===== src/design/lah_pkg.sv =====
// lah_pkg: constants, register map and carrier types of the link adaptor host port.
// assumes a single 40 MHz clock shared by every user of the package.
package lah_pkg;

  // ----------------------------------------------------------------
  // clocking and link timing
  // ----------------------------------------------------------------
  localparam int CLK_PERIOD_NS = 25;
  localparam int LINK_BIT_NS = 100;
  // a bit time is a least time, so round up
  localparam int BIT_CYC = (LINK_BIT_NS + CLK_PERIOD_NS - 1) / CLK_PERIOD_NS;
  localparam int BIT_CNT_W = 8;

  // ----------------------------------------------------------------
  // packet framing
  // ----------------------------------------------------------------
  localparam int DATA_W = 8;
  localparam int PKT_DATA_LEN = 11;
  localparam int PKT_ACK_LEN = 2;
  localparam logic [3:0] PKT_DATA_LEN4 = 4'hb;
  localparam logic [3:0] PKT_ACK_LEN4 = 4'h2;
  localparam logic [10:0] PKT_ACK_BITS = 11'h001;

  // ----------------------------------------------------------------
  // avalon register map, index = byte address / 4
  // ----------------------------------------------------------------
  localparam int ADDR_W = 5;
  localparam logic [2:0] IDX_RX_DATA = 3'h0;
  localparam logic [2:0] IDX_TX_DATA = 3'h1;
  localparam logic [2:0] IDX_RX_STAT = 3'h2;
  localparam logic [2:0] IDX_TX_STAT = 3'h3;
  localparam logic [2:0] IDX_EVT_STAT = 3'h4;
  localparam logic [2:0] IDX_EVT_CLR = 3'h5;
  localparam logic [2:0] IDX_EVT_EN = 3'h6;

  // ----------------------------------------------------------------
  // field positions and reset values
  // ----------------------------------------------------------------
  localparam int STAT_FLAG_BIT = 0;
  localparam int STAT_IE_BIT = 1;
  localparam int EVT_W = 3;
  localparam int EVT_RX_BIT = 0;
  localparam int EVT_TX_BIT = 1;
  localparam int EVT_OVR_BIT = 2;
  localparam logic RST_RX_VALID = 1'b0;
  localparam logic RST_TX_READY = 1'b1;
  localparam logic RST_IE = 1'b0;
  localparam logic [2:0] RST_EVT = 3'h0;

  // ----------------------------------------------------------------
  // carrier from the link receiver
  // ----------------------------------------------------------------
  typedef struct packed {
    logic data_stb;
    logic ack_stb;
    logic [7:0] data;
  } lah_rx_evt_t;

endpackage


===== src/design/lah_link_rx.sv =====
// lah_link_rx: decodes data and acknowledge packets from the serial input.
// assumes serial_rx_i is already synchronous to clk_i and idles low.
`timescale 1ns/1ps
module lah_link_rx #(
  parameter int BIT_CYC = lah_pkg::BIT_CYC
) (
  input wire logic clk_i, // system clock
  input wire logic reset_i, // synchronous reset, active high
  input wire logic serial_rx_i, // serial link input
  output lah_pkg::lah_rx_evt_t evt_o // one-cycle packet strobes and byte
);

  typedef enum logic [1:0] {RX_IDLE, RX_TYPE, RX_DATA, RX_STOP} lah_rx_st_t;

  lah_rx_st_t state_ff;
  logic [lah_pkg::BIT_CNT_W-1:0] cnt_ff;
  logic [2:0] bitn_ff;
  logic [7:0] shift_ff;
  lah_pkg::lah_rx_evt_t evt_ff;

  localparam logic [lah_pkg::BIT_CNT_W-1:0] FULL_BIT = lah_pkg::BIT_CNT_W'(BIT_CYC - 1);
  // first sample lands in the middle of the type bit
  localparam logic [lah_pkg::BIT_CNT_W-1:0] FIRST_MID =
    lah_pkg::BIT_CNT_W'(BIT_CYC + BIT_CYC / 2 - 1);

  // ----------------------------------------------------------------
  // packet framing
  // ----------------------------------------------------------------
  always_ff @(posedge clk_i)
  begin
    if (reset_i)
    begin
      state_ff <= RX_IDLE;
      cnt_ff <= '0;
      bitn_ff <= 3'h0;
      shift_ff <= 8'h00;
      evt_ff <= '0;
    end
    else
    begin
      evt_ff.data_stb <= 1'b0;
      evt_ff.ack_stb <= 1'b0;
      if (state_ff != RX_IDLE && cnt_ff != '0)
        cnt_ff <= cnt_ff - 1'b1;
      case (state_ff)
        RX_IDLE:
        begin
          if (serial_rx_i)
          begin
            cnt_ff <= FIRST_MID;
            state_ff <= RX_TYPE;
          end
        end
        RX_TYPE:
        begin
          if (cnt_ff == '0)
          begin
            cnt_ff <= FULL_BIT;
            bitn_ff <= 3'h0;
            if (serial_rx_i)
              state_ff <= RX_DATA;
            else
            begin
              evt_ff.ack_stb <= 1'b1;
              state_ff <= RX_IDLE;
            end
          end
        end
        RX_DATA:
        begin
          if (cnt_ff == '0)
          begin
            cnt_ff <= FULL_BIT;
            shift_ff <= {serial_rx_i, shift_ff[7:1]};
            bitn_ff <= bitn_ff + 3'h1;
            if (bitn_ff == 3'h7)
              state_ff <= RX_STOP;
          end
        end
        RX_STOP:
        begin
          if (cnt_ff == '0)
          begin
            // a high stop bit is a framing fault: drop the byte
            evt_ff.data_stb <= ~serial_rx_i;
            evt_ff.data <= shift_ff;
            state_ff <= RX_IDLE;
          end
        end
        default:
          state_ff <= RX_IDLE;
      endcase
    end
  end

  assign evt_o = evt_ff;

  a_strobe_single: assert property (@(posedge clk_i) disable iff (reset_i)
    evt_ff.ack_stb |=> !evt_ff.ack_stb && !evt_ff.data_stb)
    else $error("ack strobe not a single pulse");

endmodule // lah_link_rx


===== src/design/lah_host_port.sv =====
// lah_host_port: avalon register port, interrupts and serial transmitter of the adaptor.
// assumes an avalon-mm master on clk_i and a link partner that obeys the ack protocol.
//
// Overview of operation
// - completed data packet sets received-valid; raises receive interrupt when enabled.
// - reading receive data clears received-valid and sends an acknowledge packet.
// - a receive data read alone drops the receive interrupt.
// - empty transmit buffer keeps transmit-ready high, transmit interrupt when enabled.
// - transmit data write clears transmit-ready and starts a data packet.
// - transmit-ready stays low until the far acknowledge arrives, then rises.
// - register select and direction choose the register; two combinations are invalid.
// - clearing interrupt enable drops the interrupt; setting it again restores it.
// - writes to receive data change nothing.
// - reads of transmit data return meaningless content, here zero.
//
// The implementer's own choices: register access over Avalon-MM and the register offsets.
`timescale 1ns/1ps
module lah_host_port #(
  parameter int BIT_CYC = lah_pkg::BIT_CYC
) (
  input wire logic clk_i, // system clock, 40 MHz
  input wire logic reset_i, // synchronous reset, active high
  input wire logic [lah_pkg::ADDR_W-1:0] avs_address_i, // byte address
  input wire logic avs_read_i, // read request
  input wire logic avs_write_i, // write request
  input wire logic [31:0] avs_writedata_i, // write data
  input wire logic [3:0] avs_byteenable_i, // byte lanes of a write
  output logic [31:0] avs_readdata_o, // read data
  output logic avs_waitrequest_o, // stall, high until the answer
  input wire logic serial_rx_i, // serial link input
  output logic serial_tx_o, // serial link output
  output logic rx_int_o, // receive buffer full interrupt
  output logic tx_int_o, // transmit buffer empty interrupt
  output logic irq_o // summary event interrupt
);

  typedef enum logic {TX_IDLE, TX_SEND} lah_tx_st_t;

  // ----------------------------------------------------------------
  // declarations
  // ----------------------------------------------------------------
  lah_pkg::lah_rx_evt_t rx_evt;
  logic waitrequest_ff;
  logic [31:0] readdata_ff;
  logic rd_saw_valid_ff;
  logic access;
  logic [2:0] idx;
  logic wr_lane0;
  logic rd_rx_data;
  logic wr_tx_data;
  logic wr_rx_stat;
  logic wr_tx_stat;
  logic rx_valid_ff;
  logic nxt_rx_valid;
  logic [7:0] rx_data_ff;
  logic rx_ie_ff;
  logic nxt_rx_ie;
  logic tx_ready_ff;
  logic nxt_tx_ready;
  logic tx_ie_ff;
  logic nxt_tx_ie;
  logic data_sent_ff;
  logic ack_got_ff;
  logic data_pend_ff;
  logic ack_pend_ff;
  logic [7:0] tx_data_ff;
  lah_tx_st_t tx_state_ff;
  logic [10:0] tx_shift_ff;
  logic [3:0] tx_bits_ff;
  logic [lah_pkg::BIT_CNT_W-1:0] tx_cnt_ff;
  logic tx_line_ff;
  logic data_done;
  logic ack_done;
  logic tx_is_data_ff;
  logic rx_int_ff;
  logic tx_int_ff;
  logic [lah_pkg::EVT_W-1:0] evt_ff;
  logic [lah_pkg::EVT_W-1:0] evt_en_ff;
  logic [lah_pkg::EVT_W-1:0] evt_set;
  logic irq_ff;

  localparam logic [lah_pkg::BIT_CNT_W-1:0] FULL_BIT = lah_pkg::BIT_CNT_W'(BIT_CYC - 1);

  function automatic logic [31:0] stat_word(input logic flag, input logic ie);
    logic [31:0] w;
    w = 32'h0000_0000;
    w[lah_pkg::STAT_FLAG_BIT] = flag;
    w[lah_pkg::STAT_IE_BIT] = ie;
    return w;
  endfunction

  // ----------------------------------------------------------------
  // link receiver
  // ----------------------------------------------------------------
  lah_link_rx #(
    .BIT_CYC(BIT_CYC)
  ) u_rx (
    .clk_i(clk_i),
    .reset_i(reset_i),
    .serial_rx_i(serial_rx_i),
    .evt_o(rx_evt)
  );

  // ----------------------------------------------------------------
  // avalon slave: one wait cycle, then the answer
  // ----------------------------------------------------------------
  assign idx = avs_address_i[4:2];
  assign access = (avs_read_i | avs_write_i) & ~waitrequest_ff;
  assign wr_lane0 = access & avs_write_i & avs_byteenable_i[0];
  // writes to receive data and reads of transmit data fall through here
  assign rd_rx_data = access & avs_read_i & (idx == lah_pkg::IDX_RX_DATA);
  assign wr_tx_data = wr_lane0 & (idx == lah_pkg::IDX_TX_DATA);
  assign wr_rx_stat = wr_lane0 & (idx == lah_pkg::IDX_RX_STAT);
  assign wr_tx_stat = wr_lane0 & (idx == lah_pkg::IDX_TX_STAT);

  always_ff @(posedge clk_i)
  begin
    if (reset_i)
      waitrequest_ff <= 1'b1;
    else
      waitrequest_ff <= ~((avs_read_i | avs_write_i) & waitrequest_ff);
  end

  // data is captured one cycle ahead, so the valid seen is remembered too
  always_ff @(posedge clk_i)
  begin
    if (reset_i)
    begin
      readdata_ff <= 32'h0000_0000;
      rd_saw_valid_ff <= 1'b0;
    end
    else if (avs_read_i & waitrequest_ff)
    begin
      rd_saw_valid_ff <= rx_valid_ff;
      case (idx)
        lah_pkg::IDX_RX_DATA: readdata_ff <= {24'h000000, rx_data_ff};
        lah_pkg::IDX_TX_DATA: readdata_ff <= 32'h0000_0000;
        lah_pkg::IDX_RX_STAT: readdata_ff <= stat_word(rx_valid_ff, rx_ie_ff);
        lah_pkg::IDX_TX_STAT: readdata_ff <= stat_word(tx_ready_ff, tx_ie_ff);
        lah_pkg::IDX_EVT_STAT: readdata_ff <= {29'h0, evt_ff};
        lah_pkg::IDX_EVT_EN: readdata_ff <= {29'h0, evt_en_ff};
        default: readdata_ff <= 32'h0000_0000;
      endcase
    end
  end

  // ----------------------------------------------------------------
  // receive side flags
  // ----------------------------------------------------------------
  always_comb
  begin
    nxt_rx_valid = rx_valid_ff;
    if (rd_rx_data & rd_saw_valid_ff)
      nxt_rx_valid = 1'b0;
    if (rx_evt.data_stb)
      nxt_rx_valid = 1'b1;
    nxt_rx_ie = wr_rx_stat ? avs_writedata_i[lah_pkg::STAT_IE_BIT] : rx_ie_ff;
  end

  always_ff @(posedge clk_i)
  begin
    if (reset_i)
    begin
      rx_valid_ff <= lah_pkg::RST_RX_VALID;
      rx_ie_ff <= lah_pkg::RST_IE;
      rx_data_ff <= 8'h00;
    end
    else
    begin
      rx_valid_ff <= nxt_rx_valid;
      rx_ie_ff <= nxt_rx_ie;
      if (rx_evt.data_stb)
        rx_data_ff <= rx_evt.data;
    end
  end

  a_rx_sets_valid: assert property (@(posedge clk_i) disable iff (reset_i)
    rx_evt.data_stb |=> rx_valid_ff ##0 (rx_int_o == rx_ie_ff))
    else $error("received packet did not set valid");

  a_rd_clears_int: assert property (@(posedge clk_i) disable iff (reset_i)
    rd_rx_data && rd_saw_valid_ff && !rx_evt.data_stb |=> !rx_int_o && !rx_valid_ff)
    else $error("receive data read left interrupt high");

  a_rxwr_no_effect: assert property (@(posedge clk_i) disable iff (reset_i)
    wr_lane0 && idx == lah_pkg::IDX_RX_DATA && !rx_evt.data_stb |=> $stable(rx_valid_ff))
    else $error("write to receive data changed state");

  // ----------------------------------------------------------------
  // transmit side flags
  // ----------------------------------------------------------------
  assign data_done = tx_state_ff == TX_SEND && tx_is_data_ff && tx_bits_ff == 4'h1 &&
    tx_cnt_ff == '0;
  assign ack_done = tx_state_ff == TX_SEND && !tx_is_data_ff && tx_bits_ff == 4'h1 &&
    tx_cnt_ff == '0;

  always_comb
  begin
    nxt_tx_ready = tx_ready_ff;
    // both the packet and the far acknowledge must be complete
    if (!tx_ready_ff && (data_sent_ff | data_done) && (ack_got_ff | rx_evt.ack_stb))
      nxt_tx_ready = 1'b1;
    if (wr_tx_data)
      nxt_tx_ready = 1'b0;
    nxt_tx_ie = wr_tx_stat ? avs_writedata_i[lah_pkg::STAT_IE_BIT] : tx_ie_ff;
  end

  always_ff @(posedge clk_i)
  begin
    if (reset_i)
    begin
      tx_ready_ff <= lah_pkg::RST_TX_READY;
      tx_ie_ff <= lah_pkg::RST_IE;
      data_sent_ff <= 1'b0;
      ack_got_ff <= 1'b0;
    end
    else
    begin
      tx_ready_ff <= nxt_tx_ready;
      tx_ie_ff <= nxt_tx_ie;
      if (wr_tx_data)
      begin
        data_sent_ff <= 1'b0;
        ack_got_ff <= 1'b0;
      end
      else
      begin
        if (data_done)
          data_sent_ff <= 1'b1;
        if (rx_evt.ack_stb && !tx_ready_ff)
          ack_got_ff <= 1'b1;
      end
    end
  end

  a_rdy_waits_ack: assert property (@(posedge clk_i) disable iff (reset_i)
    $rose(tx_ready_ff) |-> $past(ack_got_ff) || $past(rx_evt.ack_stb))
    else $error("transmit ready rose without acknowledge");

  // ----------------------------------------------------------------
  // transmitter: acknowledges go ahead of pending data
  // ----------------------------------------------------------------
  always_ff @(posedge clk_i)
  begin
    if (reset_i)
    begin
      ack_pend_ff <= 1'b0;
      data_pend_ff <= 1'b0;
      tx_data_ff <= 8'h00;
    end
    else
    begin
      // an empty buffer read owes no acknowledge
      if (rd_rx_data && rd_saw_valid_ff)
        ack_pend_ff <= 1'b1;
      else if (tx_state_ff == TX_IDLE)
        ack_pend_ff <= 1'b0;
      if (wr_tx_data)
      begin
        data_pend_ff <= 1'b1;
        tx_data_ff <= avs_writedata_i[7:0];
      end
      else if (tx_state_ff == TX_IDLE && !ack_pend_ff)
        data_pend_ff <= 1'b0;
    end
  end

  always_ff @(posedge clk_i)
  begin
    if (reset_i)
    begin
      tx_state_ff <= TX_IDLE;
      tx_shift_ff <= 11'h000;
      tx_bits_ff <= 4'h0;
      tx_cnt_ff <= '0;
      tx_line_ff <= 1'b0;
      tx_is_data_ff <= 1'b0;
    end
    else
    begin
      case (tx_state_ff)
        TX_IDLE:
        begin
          tx_line_ff <= 1'b0;
          tx_cnt_ff <= FULL_BIT;
          if (ack_pend_ff)
          begin
            tx_shift_ff <= lah_pkg::PKT_ACK_BITS;
            tx_bits_ff <= lah_pkg::PKT_ACK_LEN4;
            tx_is_data_ff <= 1'b0;
            tx_state_ff <= TX_SEND;
          end
          else if (data_pend_ff)
          begin
            tx_shift_ff <= {1'b0, tx_data_ff, 2'b11};
            tx_bits_ff <= lah_pkg::PKT_DATA_LEN4;
            tx_is_data_ff <= 1'b1;
            tx_state_ff <= TX_SEND;
          end
        end
        TX_SEND:
        begin
          tx_line_ff <= tx_shift_ff[0];
          if (tx_cnt_ff != '0)
            tx_cnt_ff <= tx_cnt_ff - 1'b1;
          else
          begin
            tx_cnt_ff <= FULL_BIT;
            tx_shift_ff <= {1'b0, tx_shift_ff[10:1]};
            tx_bits_ff <= tx_bits_ff - 4'h1;
            if (tx_bits_ff == 4'h1)
              tx_state_ff <= TX_IDLE;
          end
        end
        default:
          tx_state_ff <= TX_IDLE;
      endcase
    end
  end

  a_rd_sends_ack: assert property (@(posedge clk_i) disable iff (reset_i)
    rd_rx_data && rd_saw_valid_ff |-> ##[1:60] (tx_state_ff == TX_SEND && !tx_is_data_ff))
    else $error("no acknowledge after receive data read");

  a_no_ack_empty: assert property (@(posedge clk_i) disable iff (reset_i)
    rd_rx_data && !rd_saw_valid_ff && !ack_pend_ff |=> !ack_pend_ff)
    else $error("acknowledge queued for an empty read");

  a_wr_starts_tx: assert property (@(posedge clk_i) disable iff (reset_i)
    wr_tx_data |=> !tx_ready_ff ##[1:80] (tx_state_ff == TX_SEND && tx_is_data_ff))
    else $error("transmit write did not start a packet");

  // ----------------------------------------------------------------
  // interrupts and sticky events
  // ----------------------------------------------------------------
  assign evt_set[lah_pkg::EVT_RX_BIT] = rx_evt.data_stb;
  assign evt_set[lah_pkg::EVT_TX_BIT] = nxt_tx_ready & ~tx_ready_ff;
  // a packet landing on unread data overwrites it
  assign evt_set[lah_pkg::EVT_OVR_BIT] = rx_evt.data_stb & rx_valid_ff;

  always_ff @(posedge clk_i)
  begin
    if (reset_i)
    begin
      rx_int_ff <= 1'b0;
      tx_int_ff <= 1'b0;
      irq_ff <= 1'b0;
      evt_ff <= lah_pkg::RST_EVT;
      evt_en_ff <= lah_pkg::RST_EVT;
    end
    else
    begin
      rx_int_ff <= nxt_rx_valid & nxt_rx_ie;
      tx_int_ff <= nxt_tx_ready & nxt_tx_ie;
      // set wins over a clear in the same cycle
      if (wr_lane0 && idx == lah_pkg::IDX_EVT_CLR)
        evt_ff <= (evt_ff & ~avs_writedata_i[lah_pkg::EVT_W-1:0]) | evt_set;
      else
        evt_ff <= evt_ff | evt_set;
      if (wr_lane0 && idx == lah_pkg::IDX_EVT_EN)
        evt_en_ff <= avs_writedata_i[lah_pkg::EVT_W-1:0];
      irq_ff <= |(evt_ff & evt_en_ff);
    end
  end

  a_tx_int_level: assert property (@(posedge clk_i) disable iff (reset_i)
    tx_ready_ff && tx_ie_ff |-> tx_int_o)
    else $error("transmit interrupt low while ready and enabled");

  a_ie_gates_int: assert property (@(posedge clk_i) disable iff (reset_i)
    wr_rx_stat && !avs_writedata_i[lah_pkg::STAT_IE_BIT] |=> !rx_int_o [*2])
    else $error("receive interrupt high with enable cleared");

  a_reset_state: assert property (@(posedge clk_i)
    reset_i |=> tx_ready_ff && !rx_valid_ff && !rx_int_o && !tx_int_o && !irq_o)
    else $error("reset state wrong");

  assign avs_readdata_o = readdata_ff;
  assign avs_waitrequest_o = waitrequest_ff;
  assign serial_tx_o = tx_line_ff;
  assign rx_int_o = rx_int_ff;
  assign tx_int_o = tx_int_ff;
  assign irq_o = irq_ff;

endmodule // lah_host_port


===== config.mk =====
export PLATFORM = sky130hd
export DESIGN_NAME = lah_host_port
export DESIGN_NICKNAME = d
export VERILOG_FILES = /design/src/design/lah_pkg.sv /design/src/design/lah_link_rx.sv /design/src/design/lah_host_port.sv
export SDC_FILE = /design/constraint.sdc
export NUM_CORES = 1
export LEC_CHECK = 0
export BUFFER_PORTS_ARGS = -buffer_cell sky130_fd_sc_hd__buf_2
export CAP_MARGIN = 20
export CELL_PAD_IN_SITES_DETAIL_PLACEMENT = 0
export CELL_PAD_IN_SITES_GLOBAL_PLACEMENT = 2
export CORE_MARGIN = 1.5
export CORE_UTILIZATION = 36
export DETAILED_ROUTE_END_ITERATION = 16
export PLACE_DENSITY = 0.89
export SLEW_MARGIN = 10
export SYNTH_ARGS = -nofsm -noshare
export SYNTH_HDL_FRONTEND = slang
export SYNTH_HIERARCHICAL = 1
export SYNTH_SLANG_ARGS = --single-unit

===== constraint.sdc =====
create_clock -name clk_i -period 3.2 [get_ports clk_i]
set_clock_uncertainty 0.05 [all_clocks]
set_input_delay 0.64 -clock clk_i [delete_from_list [all_inputs] [get_ports clk_i]]
set_output_delay 0.64 -clock clk_i [all_outputs]
set_load 0.01 [all_outputs]

Word level (Yosys, flattened, before mapping)
Cells that the tools add are included.
- flip-flop bits (word level): 124
- input bits: 46
- $add $sub $neg: 4
- equality and inequality tests: 19
- mux-type cells: 45
- bitwise logic cells: 31
- reduce and logical (&&, ||, !) cells: 34
- operator list (operator ; count):
    case mux 8 bit (5 select lines) ; 1
    two-way mux 11 bit ; 3
    two-way mux 8 bit ; 4
    case mux 8 bit (2 select lines) ; 2
    case mux 11 bit (2 select lines) ; 1
    two-way mux 1 bit ; 17
    zero test 8 bit ; 2
    nonzero test 8 bit ; 2
    subtractor 8 x 1 -> 8 bit, second input constant ; 2
    AND 1 bit ; 15
    equality test 3 bit, second input constant ; 4
    two-way mux 2 bit ; 6
    two-way mux 4 bit ; 3
    logical AND 1 bit ; 11
    inequality test 2 x 1 -> 1 bit, second input constant ; 5
    two-way mux 3 bit ; 3
    OR reduction 3 bit ; 3
    NOT 1 bit ; 8
    case mux 2 bit (4 select lines) ; 1
    case mux 4 bit (2 select lines) ; 1
    AND reduction 2 bit ; 4
    nonzero test 2 bit ; 4
    AND 3 bit ; 2
    equality test 3 x 2 -> 1 bit, second input constant ; 2
    19 further kinds ; 27

Longest topological paths before layout
Gate-level depths: netlist (run 1).
- depth after elaboration: 11
- gate-level depth with buffers: 7

Hierarchy
Netlist (run 1), hierarchy kept.
- modules (own cells, without submodules) (module ; instances ; cells an instance ; area an instance (µm²) ; seq. area each (µm²)):
    lah_host_port ; 1 ; 340 ; 3030.4 ; 1361.3
    lah_link_rx ; 1 ; 159 ; 1420.1 ; 620.6

Worst setup path after synthesis (run 1)
OpenSTA, ideal clock, no wires.
- kind: flip-flop to flip-flop
- start point: reg u_rx.state_ff[0]
- end point: reg u_rx/cnt_ff[7] in the netlist's numbering
- arrival: 1621 ps
- required time: 3080 ps
- slack: 1459 ps
- cell stages (with the launch flop): 8
- path buffers: 1
- clock period less this slack: 1741 ps
- path through: dfxtp_1 -> inv_1 -> ha_1 -> clkbuf_1 -> nor4_1 -> o211ai_1 -> or4_1 -> a21oi_1
- cells in the longest elaborated chain, start to end: 5
- elaborated cells between the ends (all ways): 10
- those cells by class: eq/ne: 2; mux: 4; reduce/logical: 4
- RTL lines (item ; RTL line ; text):
    from (decl) ; lah_link_rx.sv:15 ; lah_rx_st_t state_ff;
    from (signal assigned) ; lah_link_rx.sv:33 ; state_ff <= RX_IDLE;
    from (signal assigned) ; lah_link_rx.sv:51 ; state_ff <= RX_TYPE;
    from (signal assigned) ; lah_link_rx.sv:61 ; state_ff <= RX_DATA;
    nonzero test 2 bit ; lah_link_rx.sv:43 ; if (state_ff != RX_IDLE && cnt_ff != '0)
    logical AND 1 bit ; lah_link_rx.sv:43 ;
    two-way mux 8 bit ; lah_link_rx.sv:43 ;
    two-way mux 8 bit (on tied branches) ; lah_link_rx.sv:56, lah_link_rx.sv:71, lah_link_rx.sv:48 ;
    case mux 8 bit (2 select lines) * ; lah_link_rx.sv:45 ; case (state_ff)
    to (signal assigned) ; lah_link_rx.sv:44 ; cnt_ff <= cnt_ff - 1'b1;
    to (decl) ; lah_link_rx.sv:16 ; logic [lah_pkg::BIT_CNT_W-1:0] cnt_ff;
Mark *: on every way between the ends. The rest lies on a longest branch, timed or not.
A chain may end at the register's enable or synchronous reset.

Final worst setup path (run 1)
- start point: reg u_rx/cnt_ff[0] in the netlist's numbering
- end point: reg u_rx.evt_ff (netlist bit u_rx/evt_o[6])
- cells in the longest elaborated chain, start to end: 2
- RTL lines (item ; RTL line ; text):
    zero test 8 bit ; lah_link_rx.sv:82 ; if (cnt_ff == '0)
    AND reduction 2 bit (no source line) ; -- ;
    to (decl) ; lah_link_rx.sv:19 ; lah_pkg::lah_rx_evt_t evt_ff;
No other way between the ends.

==> metrics.csv, run 1 <==
metric;value;unit
outcome;complete, no violations;
I/O Buffers;29;
CTS H-tree depth;3;
Post-synth top flop;dfxtp_1;
critical path fanouts, max;9;
Final Cycle Share;0.658;
1st-iter DRT viols;125;
final count of pins violating max slew;0;
worst setup path class;register to register;
Worst-path clk slew;0.07;ns
WL/cell;13.5;um
Hold Fails Final Rpt;0;
layout cells sized above 1;0.113;
placed cells;652;
normalized max-slew margin;0.451;
final worst slack;1.09;ns
setup violators final;0;
setup TNS;0;ns
CORE AREA;12000;um2
Die X;114;um
max incr delay on CP;0.51;ns
delay-heaviest family, CP;simple AND/OR/NAND/NOR gates;
Post-synth EDFFs;0;
core occupancy in the finished layout;0.406;
Worst Hold Class;register to register;
CP Launch Type;register;
number of gates resized after cts;0;
TritonCTS clock tree;yes;
1st-pass router iterations;4;
Gate Count Post-Synth;499;
CP max stage cell;nand3_1;
ys async rst share;0;
Critical Path AT;2.26;ns
vias per inst;5.03;
Clock Sinks;99;
crit-path cells;inv_1, ha_1, nor3b_2, nand3_1, mux2i_1, nor2_1;
Fmax;475;MHz
Clock Latency Late Sink;0.35;ns
WP data required;3.35;ns
Net count, final;574;
Seq/Total Area, Yosys;0.445;
CP Capture Type;register;
total number of vias;3358;
MaxCap Viol Count;0;
Yosys warnings;6;
remaining antenna violation count;0;
pin count of the biggest net entering global routing;44;
Post-CTS Hold Buffers;0;
# IOs;83;
first-pass GRT wire length;15.6;mm
mapped cell area;4450;um2
synthesized flop and latch total;99;
antenna cells;0;
fin crit period;2.11;ns
Layout Area Growth over Synthesis;9.61;%
slew of the pin with the lowest slew margin;0.823;ns
die area;13000;um2
setup bufs post-CTS;0;
RSZ-0062 raised after global routing;false;
Final Cell Area;4880;um2
Num CTS Buffers;9;
Die Ht;114;um
total power;2.89;mW
P_leak;1.88;nW
Final Non-Filler Cells;668;
Clock Tree Buf Depth;2;
HPWL Detailed;6.21;mm
Root Driver;clkbuf_16;
CP bufs+invs;1;
Worst VDD drop;0.000370;V
initial antenna violation count;0;
final WL;9.01;mm
Post-Place Setup Slack;1.01;ns
vias in the first global route;3312;
pwr dens;592;nW/um2
FILL cells;1208;
Cell variety after synth;61;
Avg Cell Area, Syn;8.92;um2
GPL Wtd Cong;0.770;
DRC;0;
FP Rows;40;
placed cell area;4600;um2
Hold WS;0.401;ns
GRT overflow;0;
initial core utilization;0.371;
total track usage;0.150;
-- final cells by class --
class | count | area [um2] | area share
sequential | 99 | 1980 | 0.406
timing repair buffer | 31 | 173 | 0.0354
tap | 147 | 184 | 0.0377
inverter | 13 | 48.8 | 0.0100
clock inverter | 5 | 37.5 | 0.00769
clock buffer | 11 | 243 | 0.0498
multi-input combinational | 362 | 2210 | 0.453
-- final timing paths --
path | from | to | slack [ns] | depth (start not counted)
hold reg to reg | tx_data_ff[6] | tx_data_ff[6] | 0.40 | 2
hold / removal | tx_data_ff[6] | tx_data_ff[6] | 0.40 | 2
setup reg to reg | u_rx/cnt_ff[0] | u_rx/evt_o[6] | 1.09 | 6
setup / recovery | u_rx/cnt_ff[0] | u_rx/evt_o[6] | 1.09 | 6
-- cell usage after synthesis (all sizes together), types with 2 or more instances --
| master | n | area share |
|---|---|---|
| nand2 | 46 | 0.039 |
| and2 | 2 | 0.0028 |
| o31ai | 2 | 0.0034 |
| o21a | 2 | 0.0034 |
| a21o | 3 | 0.0051 |
| nor2b | 6 | 0.0084 |
| nor4 | 4 | 0.012 |
| or4 | 2 | 0.0042 |
| a221oi | 3 | 0.0059 |
| or3 | 3 | 0.0042 |
| inv | 13 | 0.011 |
| nor3 | 17 | 0.020 |
| a31oi | 2 | 0.0028 |
| nand3b | 2 | 0.0062 |
| o21ai | 18 | 0.020 |
| nand3 | 12 | 0.013 |
| ha | 12 | 0.034 |
| nor3b | 8 | 0.015 |
| buf | 35 | 0.055 |
| nor2 | 60 | 0.051 |
| o211ai | 2 | 0.0034 |
| and3 | 3 | 0.0042 |
| a211oi | 8 | 0.015 |
| xor2 | 7 | 0.014 |
| clkbuf | 13 | 0.011 |
| dfxtp | 99 | 0.45 |
| a22oi | 7 | 0.012 |
| nor4b | 2 | 0.0039 |
| a21oi | 48 | 0.055 |
| xnor2 | 4 | 0.0079 |
| nand2b | 6 | 0.0084 |
| nand4b | 4 | 0.0079 |
| mux2i | 25 | 0.056 |
| a311oi | 2 | 0.0039 |
-- flip-flops by register name, indices dropped and copies added, names as in the netlist, 3 cells and up, named ones only --
signal          cells
avs_readdata_o      8
evt_en_ff           3
evt_ff              3
rx_data_ff          8
tx_bits_ff          4
tx_cnt_ff           8
tx_data_ff          8
tx_shift_ff        10
u_rx/bitn_ff        3
u_rx/cnt_ff         8
u_rx/evt_o         10
u_rx/shift_ff       8
-- per-layer routing --
layer  wire [um]  share of wire  vias to the layer above  track usage
li1            -              -                     1726            -
met1        4430           0.49                     1585        0.195
met2        4150           0.46                       39        0.239
met3         314          0.035                        8       0.0461
met4         109          0.012                        0       0.0450
met5           0              0                        -            0
-- worst min-delay path, cell delays in order, from the launching register on --
cell and delay [ns]:
dfxtp_1 0.31, nand2_1 0.05, a21oi_1 0.05
-- kinds of logic after synthesis --
family / share of synthesized area
AOI/OAI and AO/OA: 0.152
xor gates and xnor gates: 0.0216
adders and majority gates: 0.0337
buffers and inverters: 0.0773
DFF: 0.445
muxes: 0.0562
other: 0.000843
and+or+nand+nor: 0.213
-- power breakdown --
part           leakage (nW)  switching (mW)  internal [mW]
logic                 0.948           0.323          0.210
clock network         0.132           0.468          0.551
registers             0.800          0.0610           1.28
-- cell usage in the layout (no fill, tap or decap), types with 4 or more instances in the layout --
cell,Yosys,routed
nor2b_1,6,6
conb_1,1,24
nand2_1,46,46
nor3b_1,7,7
clkbuf_16,0,9
mux2i_1,25,25
buf_2,5,29
nand3_1,12,12
xnor2_1,4,4
a211oi_1,7,7
nand2b_1,6,6
nor3_1,16,16
inv_1,13,13
a22oi_1,7,7
nand4b_1,4,4
dfxtp_1,99,99
o21ai_0,18,18
nor2_1,60,60
a21oi_1,47,47
xor2_1,7,7
ha_1,12,12
(Power assumes the default switching activity.)
==> run 2: changes to the inputs <==
CORE_UTILIZATION = 30   (was 36)
PLACE_DENSITY = 0.79   (was 0.89)
clock period = 1.9 ns   (was 3.2 ns; I/O delays follow)
==> run 2 against run 1 <==
Wire length up 3.4%. Cell count up 7.9%. Via count up 3.9%. Largest cell class unchanged.
==> metrics.csv, run 2 (synthesized netlist as in run 1, its figures left out) <==
metric;value;unit;change
Post-CTS Hold Buffers;0;;unchanged
CORE AREA;14500;um2;+21%
# IOs;83;;unchanged
P_leak;1.96;nW;+4.2%
GRT overflow;0;;unchanged
vias in the first global route;3347;;+1.1%
total power;4.98;mW;+72%
CP Capture Type;register;;
CP Launch Type;register;;
worst reg2reg startpoint;u_rx/cnt_ff[2];;
core occupancy in the finished layout;0.349;;-0.0575
slew of the pin with the lowest slew margin;0.601;ns;-0.222 ns
antenna cells;0;;unchanged
setup violators final;0;;unchanged
normalized max-slew margin;0.599;;+0.148
DRC;0;;unchanged
setup TNS;0;ns;unchanged
Fmax;561;MHz;+18%
FP Rows;44;;+10%
first-pass GRT wire length;15.7;mm;+0.44%
Multi-input gate area;2240;um2;+1.1%
Root Driver;clkbuf_16;;
1st-iter DRT viols;184;;+47%
Hold Path End;tx_data_ff[3];;
final count of pins violating max slew;0;;unchanged
Net count, final;591;;+3.0%
worst r2r dst;u_rx/cnt_ff[5];;
die area;15600;um2;+19%
Die Ht;125;um;+9.3%
Layout Area Growth over Synthesis;13.9;%;
1st-pass router iterations;4;;unchanged
Clock Latency Late Sink;0.34;ns;about the same
Num CTS Buffers;9;;unchanged
Reg area;1980;um2;unchanged
FILL cells;1545;;+28%
vias per inst;4.84;;-3.8%
Clock Tree Buf Depth;2;;unchanged
most frequent cells in the layout;99 x dfxtp_1, 60 x nor2_1, 46 x a21oi_1, 46 x nand2_1, 29 x buf_2;;
MaxCap Viol Count;0;;unchanged
total number of vias;3488;;+3.9%
CTS H-tree depth;3;;unchanged
Worst Hold Class;input port to register;;
Final Cycle Share;0.939;;+0.280
GPL Wtd Cong;0.791;;+2.7%
Critical Path AT;1.97;ns;-0.29 ns
final worst slack;0.117;ns;-0.977 ns
total track usage;0.123;;-0.0268
Worst-path clk slew;0.07;ns;about the same
Hold Startpoint;avs_writedata_i[3];;
outcome;complete, no violations;;
Post-Place Setup Slack;0.0724;ns;-0.942 ns
final WL;9.31;mm;+3.4%
Min-Delay Path Depth;3;;+1
remaining antenna violation count;0;;unchanged
Worst VDD drop;0.000363;V;-1.8%
layout cells sized above 1;0.143;;+0.0301
r2r worst-path depth;5;;-1
TritonCTS clock tree;yes;;
Hold Fails Final Rpt;0;;unchanged
fin crit period;1.78;ns;-0.323 ns
most common cell after layout, fill and taps aside;dfxtp_1;;
WP data required;2.08;ns;-1.27 ns
I/O Buffers;29;;unchanged
pin count of the biggest net entering global routing;60;;+36%
critical path fanouts, max;7;;-2
WL/cell;12.9;um;-4.2%
R2R setup slack;0.12;ns;-0.98 ns
worst setup path class;register to register;;
pwr dens;983;nW/um2;+66%
Die X;125;um;+9.3%
Clock Sinks;99;;unchanged
initial antenna violation count;0;;unchanged
HPWL Detailed;6.57;mm;+5.8%
initial core utilization;0.306;;-0.0643
[run 2: per-layer routing]
| metal | vias up | GRT usage | share of wire |
|---|---|---|---|
| met5 | - | 0 | 0 |
| met4 | 0 | 0.0581 | 0.021 |
| met3 | 13 | 0.0266 | 0.030 |
| met2 | 53 | 0.201 | 0.46 |
| met1 | 1657 | 0.153 | 0.48 |
| li1 | 1765 | - | - |
[run 2: how the worst max path moves through the flow]
| stage | from | endpoint | slack, ns | depth (start not counted) |
|---|---|---|---|---|
| after floorplan | u_rx/state_ff[0] | u_rx/cnt_ff[7] | 0.16 | 7 |
| after global placement | u_rx/cnt_ff[1] | u_rx/cnt_ff[1] | 0.13 | 6 |
| after detailed placement | u_rx/cnt_ff[1] | u_rx/cnt_ff[1] | 0.07 | 6 |
| after CTS | u_rx/cnt_ff[1] | u_rx/cnt_ff[1] | 0.06 | 6 |
| after global routing | u_rx/cnt_ff[1] | u_rx/shift_ff[1] | -0.005 | 7 |
| final | u_rx/cnt_ff[2] | u_rx/cnt_ff[5] | 0.12 | 5 |
[run 2: area by class of cell]
type                       count  share of cell area
clock inverter                 4             0.00543
inverter                      13             0.00963
tap                          184              0.0454
clock buffer                  11              0.0479
timing repair buffer          48              0.0593
multi-input combinational    362               0.441
sequential                    99               0.391
[run 2: per-stage QoR]
stage / hold WS, ns / cell area (um2) / instances
3_3_place_gp: 0.392 / 4760 / 705
3_5_place_dp: 0.396 / 4760 / 705
6_report: 0.225 / 5070 / 721
2_1_floorplan: 0.382 / 4540 / 522
5_1_grt: 0.222 / 5070 / 721
4_1_cts: 0.217 / 5030 / 720
[run 2: worst max-delay path, cell delays in order, from the launching register on]
cell	delay [ns]
dfxtp_1	0.39
or4_4	0.59
o211ai_1	0.28
buf_4	0.16
xor2_1	0.14
nor2_1	0.05
[run 2: repair_timing]
item | CTS | global route
setup endpoints to repair | 0 | 9
buffers inserted | 0 | 1
resized for setup | 0 | 5
[run 2: where the power goes]
| group | internal, mW | switching (mW) |
|---|---|---|
| sequential | 2.15 | 0.0969 |
| clock | 0.914 | 0.786 |
| combinational | 0.445 | 0.587 |
| total | 3.51 | 1.47 |
==> run 3: changes to the inputs <==
PLACE_DENSITY = 0.8   (was 0.79)
RECOVER_POWER = 100   (was default)
SYNTH_HIERARCHICAL = default   (was 1)
==> run 3 against run 2 <==
Largest power group unchanged. Clock power is 7% higher. Utilization is 0.19 points higher. Cell count is 1.8% higher. First-iteration DRC count is 42% higher. Largest cell class unchanged. Critical path depth is 2 higher.
==> metrics.csv, run 3 <==
metric;value;unit;change
outcome;complete, no violations;;
final count of pins violating max slew;0;;unchanged
TritonCTS clock tree;yes;;
mapped cell area;4490;um2;+0.79%
vias in the first global route;3337;;-0.30%
critical path endpoint;tx_shift_ff[8];;
most frequent cells in the layout;99 x dfxtp_1, 59 x nor2_1, 53 x a21oi_1, 41 x nand2_1, 26 x nand3_1;;
# IOs;83;;unchanged
Area contributors post-synth;dfxtp_1 44%, a21oi_1 5.9%, nor2_1 4.9%;;
DRC;0;;unchanged
layout cells sized above 1;0.125;;-0.0179
Layout Area Growth over Synthesis;14.0;%;
initial antenna violation count;0;;unchanged
HPWL Detailed;6.83;mm;+3.9%
Worst-path clk slew;0.07;ns;about the same
RSZ-0062 raised after global routing;false;;
fin crit period;1.80;ns;+0.0162 ns
GRT overflow;0;;unchanged
setup TNS;0;ns;unchanged
most numerous cell in the Yosys netlist;dfxtp_1;;
MaxCap Viol Count;0;;unchanged
Die Ht;125;um;+0.38%
worst setup path class;register to register;;
Seq/Total Area, Yosys;0.442;;-0.00348
CP Launch Point;tx_cnt_ff[1];;
Post-synth top flop;dfxtp_1;;
most common cell after layout, fill and taps aside;dfxtp_1;;
vias per inst;4.89;;+1.0%
Final Non-Filler Cells;734;;+1.8%
Cell variety after synth;62;;+1.6%
R2R setup slack;0.10;ns;-0.02 ns
die area;15700;um2;+0.76%
first-pass GRT wire length;16.5;mm;+5.0%
CP Launch Type;register;;
1st-pass router iterations;4;;unchanged
ys async rst share;0;;unchanged
Post-synth EDFFs;0;;unchanged
Gate Count Post-Synth;510;;+2.2%
I/O Buffers;29;;unchanged
Worst VDD drop;0.000447;V;+23%
Critical Path AT;2.01;ns;+0.04 ns
critical path fanouts, max;19;;+12
delay-heaviest family, CP;simple AND/OR/NAND/NOR gates;;
placed cells;716;;+1.6%
Net count, final;602;;+1.9%
Fmax;556;MHz;-0.90%
pwr dens;1030;nW/um2;+5.3%
core occupancy in the finished layout;0.351;;+0.00186
worst r2r dst;tx_shift_ff[8];;
Post-Place Setup Slack;0.0376;ns;-0.0348 ns
setup violators final;0;;unchanged
cell taking the most area after synthesis;dfxtp_1;;
r2r worst-path depth;7;;+2
Critical Path Stages;7;;+2
crit-path cells;inv_1, ha_4, or4b_4, o21ai_4, buf_12, nor2_1, a211oi_1;;
Avg Cell Area, Syn;8.80;um2;-1.4%
synthesized flop and latch total;99;;unchanged
normalized max-slew margin;0.485;;-0.114
Clock Sinks;99;;unchanged
CP Capture Type;register;;
Die X;125;um;+0.38%
final WL;9.95;mm;+6.9%
CORE AREA;14600;um2;+0.38%
total number of vias;3587;;+2.8%
WP data required;2.11;ns;+0.03 ns
max incr delay on CP;0.50;ns;-0.09 ns
pin count of the biggest net entering global routing;40;;-33%
WL/cell;13.6;um;+5.0%
total track usage;0.128;;+0.00530
post-synth top area share;0.442;;-0.00348
Num CTS Buffers;9;;unchanged
Worst Hold Class;input port to register;;
final worst slack;0.100;ns;-0.0162 ns
total power;5.29;mW;+6.2%
Final Cycle Share;0.947;;+0.00855
initial core utilization;0.307;;+0.00125
top cells by count, synth;99 x dfxtp_1, 59 x nor2_1, 53 x a21oi_1, 41 x nand2_1, 26 x nand3_1;;
Clock Latency Late Sink;0.35;ns;about the same
FILL cells;1521;;-1.6%
remaining antenna violation count;0;;unchanged
GPL Wtd Cong;0.739;;-6.6%
Root Driver;clkbuf_16;;
Post-CTS Hold Buffers;0;;unchanged
slew of the pin with the lowest slew margin;0.773;ns;+0.172 ns
worst reg2reg startpoint;tx_cnt_ff[1];;
CP bufs+invs;2;;+1
P_leak;1.84;nW;-5.9%
CP max stage cell;or4b_4;;
CTS H-tree depth;3;;unchanged
1st-iter DRT viols;261;;+42%
Clock Tree Buf Depth;2;;unchanged
antenna cells;0;;unchanged
Hold Fails Final Rpt;0;;unchanged
Yosys warnings;0;;-6
FP Rows;44;;unchanged
run 3: changes by cell type in the layout (fill, tap and decap cells not counted), moves of 5 or more:
cell / previous run / this run
clkbuf_1: 1 / 17
buf_2: 29 / 15
nand3_1: 12 / 26
a21oi_1: 46 / 53
mux2i_1: 25 / 18
o21ai_0: 18 / 11
nand2_1: 46 / 41
nand4_1: 0 / 5
run 3: layer usage:
metal,vias to the layer above,GRT usage,share of wire
li1,1821,-,-
met1,1699,0.168,0.48
met2,58,0.207,0.48
met3,9,0.0325,0.030
met4,0,0.0401,0.012
met5,-,0,0
run 3: power by group:
part | total [mW] | internal (mW) | switching, mW
Sequential | 2.23 | 2.15 | 0.0789
Combinational | 1.24 | 0.470 | 0.774
Clock | 1.82 | 1.02 | 0.797
run 3: area by class of cell:
| cell class | count | area [um2] | share of cell area |
|---|---|---|---|
| Inverter | 15 | 56.3 | 0.0110 |
| Multi-Input combinational cell | 368 | 2240 | 0.437 |
| Tap cell | 184 | 230 | 0.0450 |
| Clock buffer | 10 | 229 | 0.0448 |
| Clock inverter | 6 | 65.1 | 0.0127 |
| Timing Repair Buffer | 52 | 315 | 0.0617 |
| Sequential cell | 99 | 1980 | 0.388 |
run 3: tightest hold or removal path: cells and delay by family:
kind | cells | cell delay [ns]
simple gates | 1 | 0.05
buf+inv | 1 | 0.10
compound gates | 1 | 0.05
run 3: repair_timing:
action,in CTS,in global routing
setup buffers,0,1
gates resized for setup,0,5
endpoints found under the setup margin,0,31
run 3: worst min-delay path by stage:
stage	startpoint	endpoint	slack [ns]	depth (start not counted)
2_1_floorplan	tx_is_data_ff	tx_is_data_ff	0.38	2
3_3_place_gp	tx_data_ff[7]	tx_data_ff[7]	0.39	2
3_5_place_dp	tx_data_ff[3]	tx_data_ff[3]	0.39	2
4_1_cts	avs_writedata_i[3]	tx_data_ff[3]	0.21	3
5_1_grt	avs_writedata_i[3]	tx_data_ff[3]	0.21	3
6_report	avs_writedata_i[6]	tx_data_ff[6]	0.22	3
run 3: through the flow:
stage | instance area (um2) | hold slack, ns
global route | 5110 | 0.213
detailed placement | 4820 | 0.395
global placement | 4820 | 0.393
finish | 5110 | 0.224
CTS | 5120 | 0.211
floorplan | 4570 | 0.378
run 3: cell families after synthesis:
logic type                 after synthesis  share of synthesized area
xor gates and xnor gates                11                     0.0215
AOI/OAI and AO/OA                      112                      0.159
muxes                                   18                     0.0402
other                                    1                   0.000836
buffers and inverters                   67                     0.0826
and+or+nand+nor                        191                      0.224
DFF                                     99                      0.442
adders and majority gates               11                     0.0307
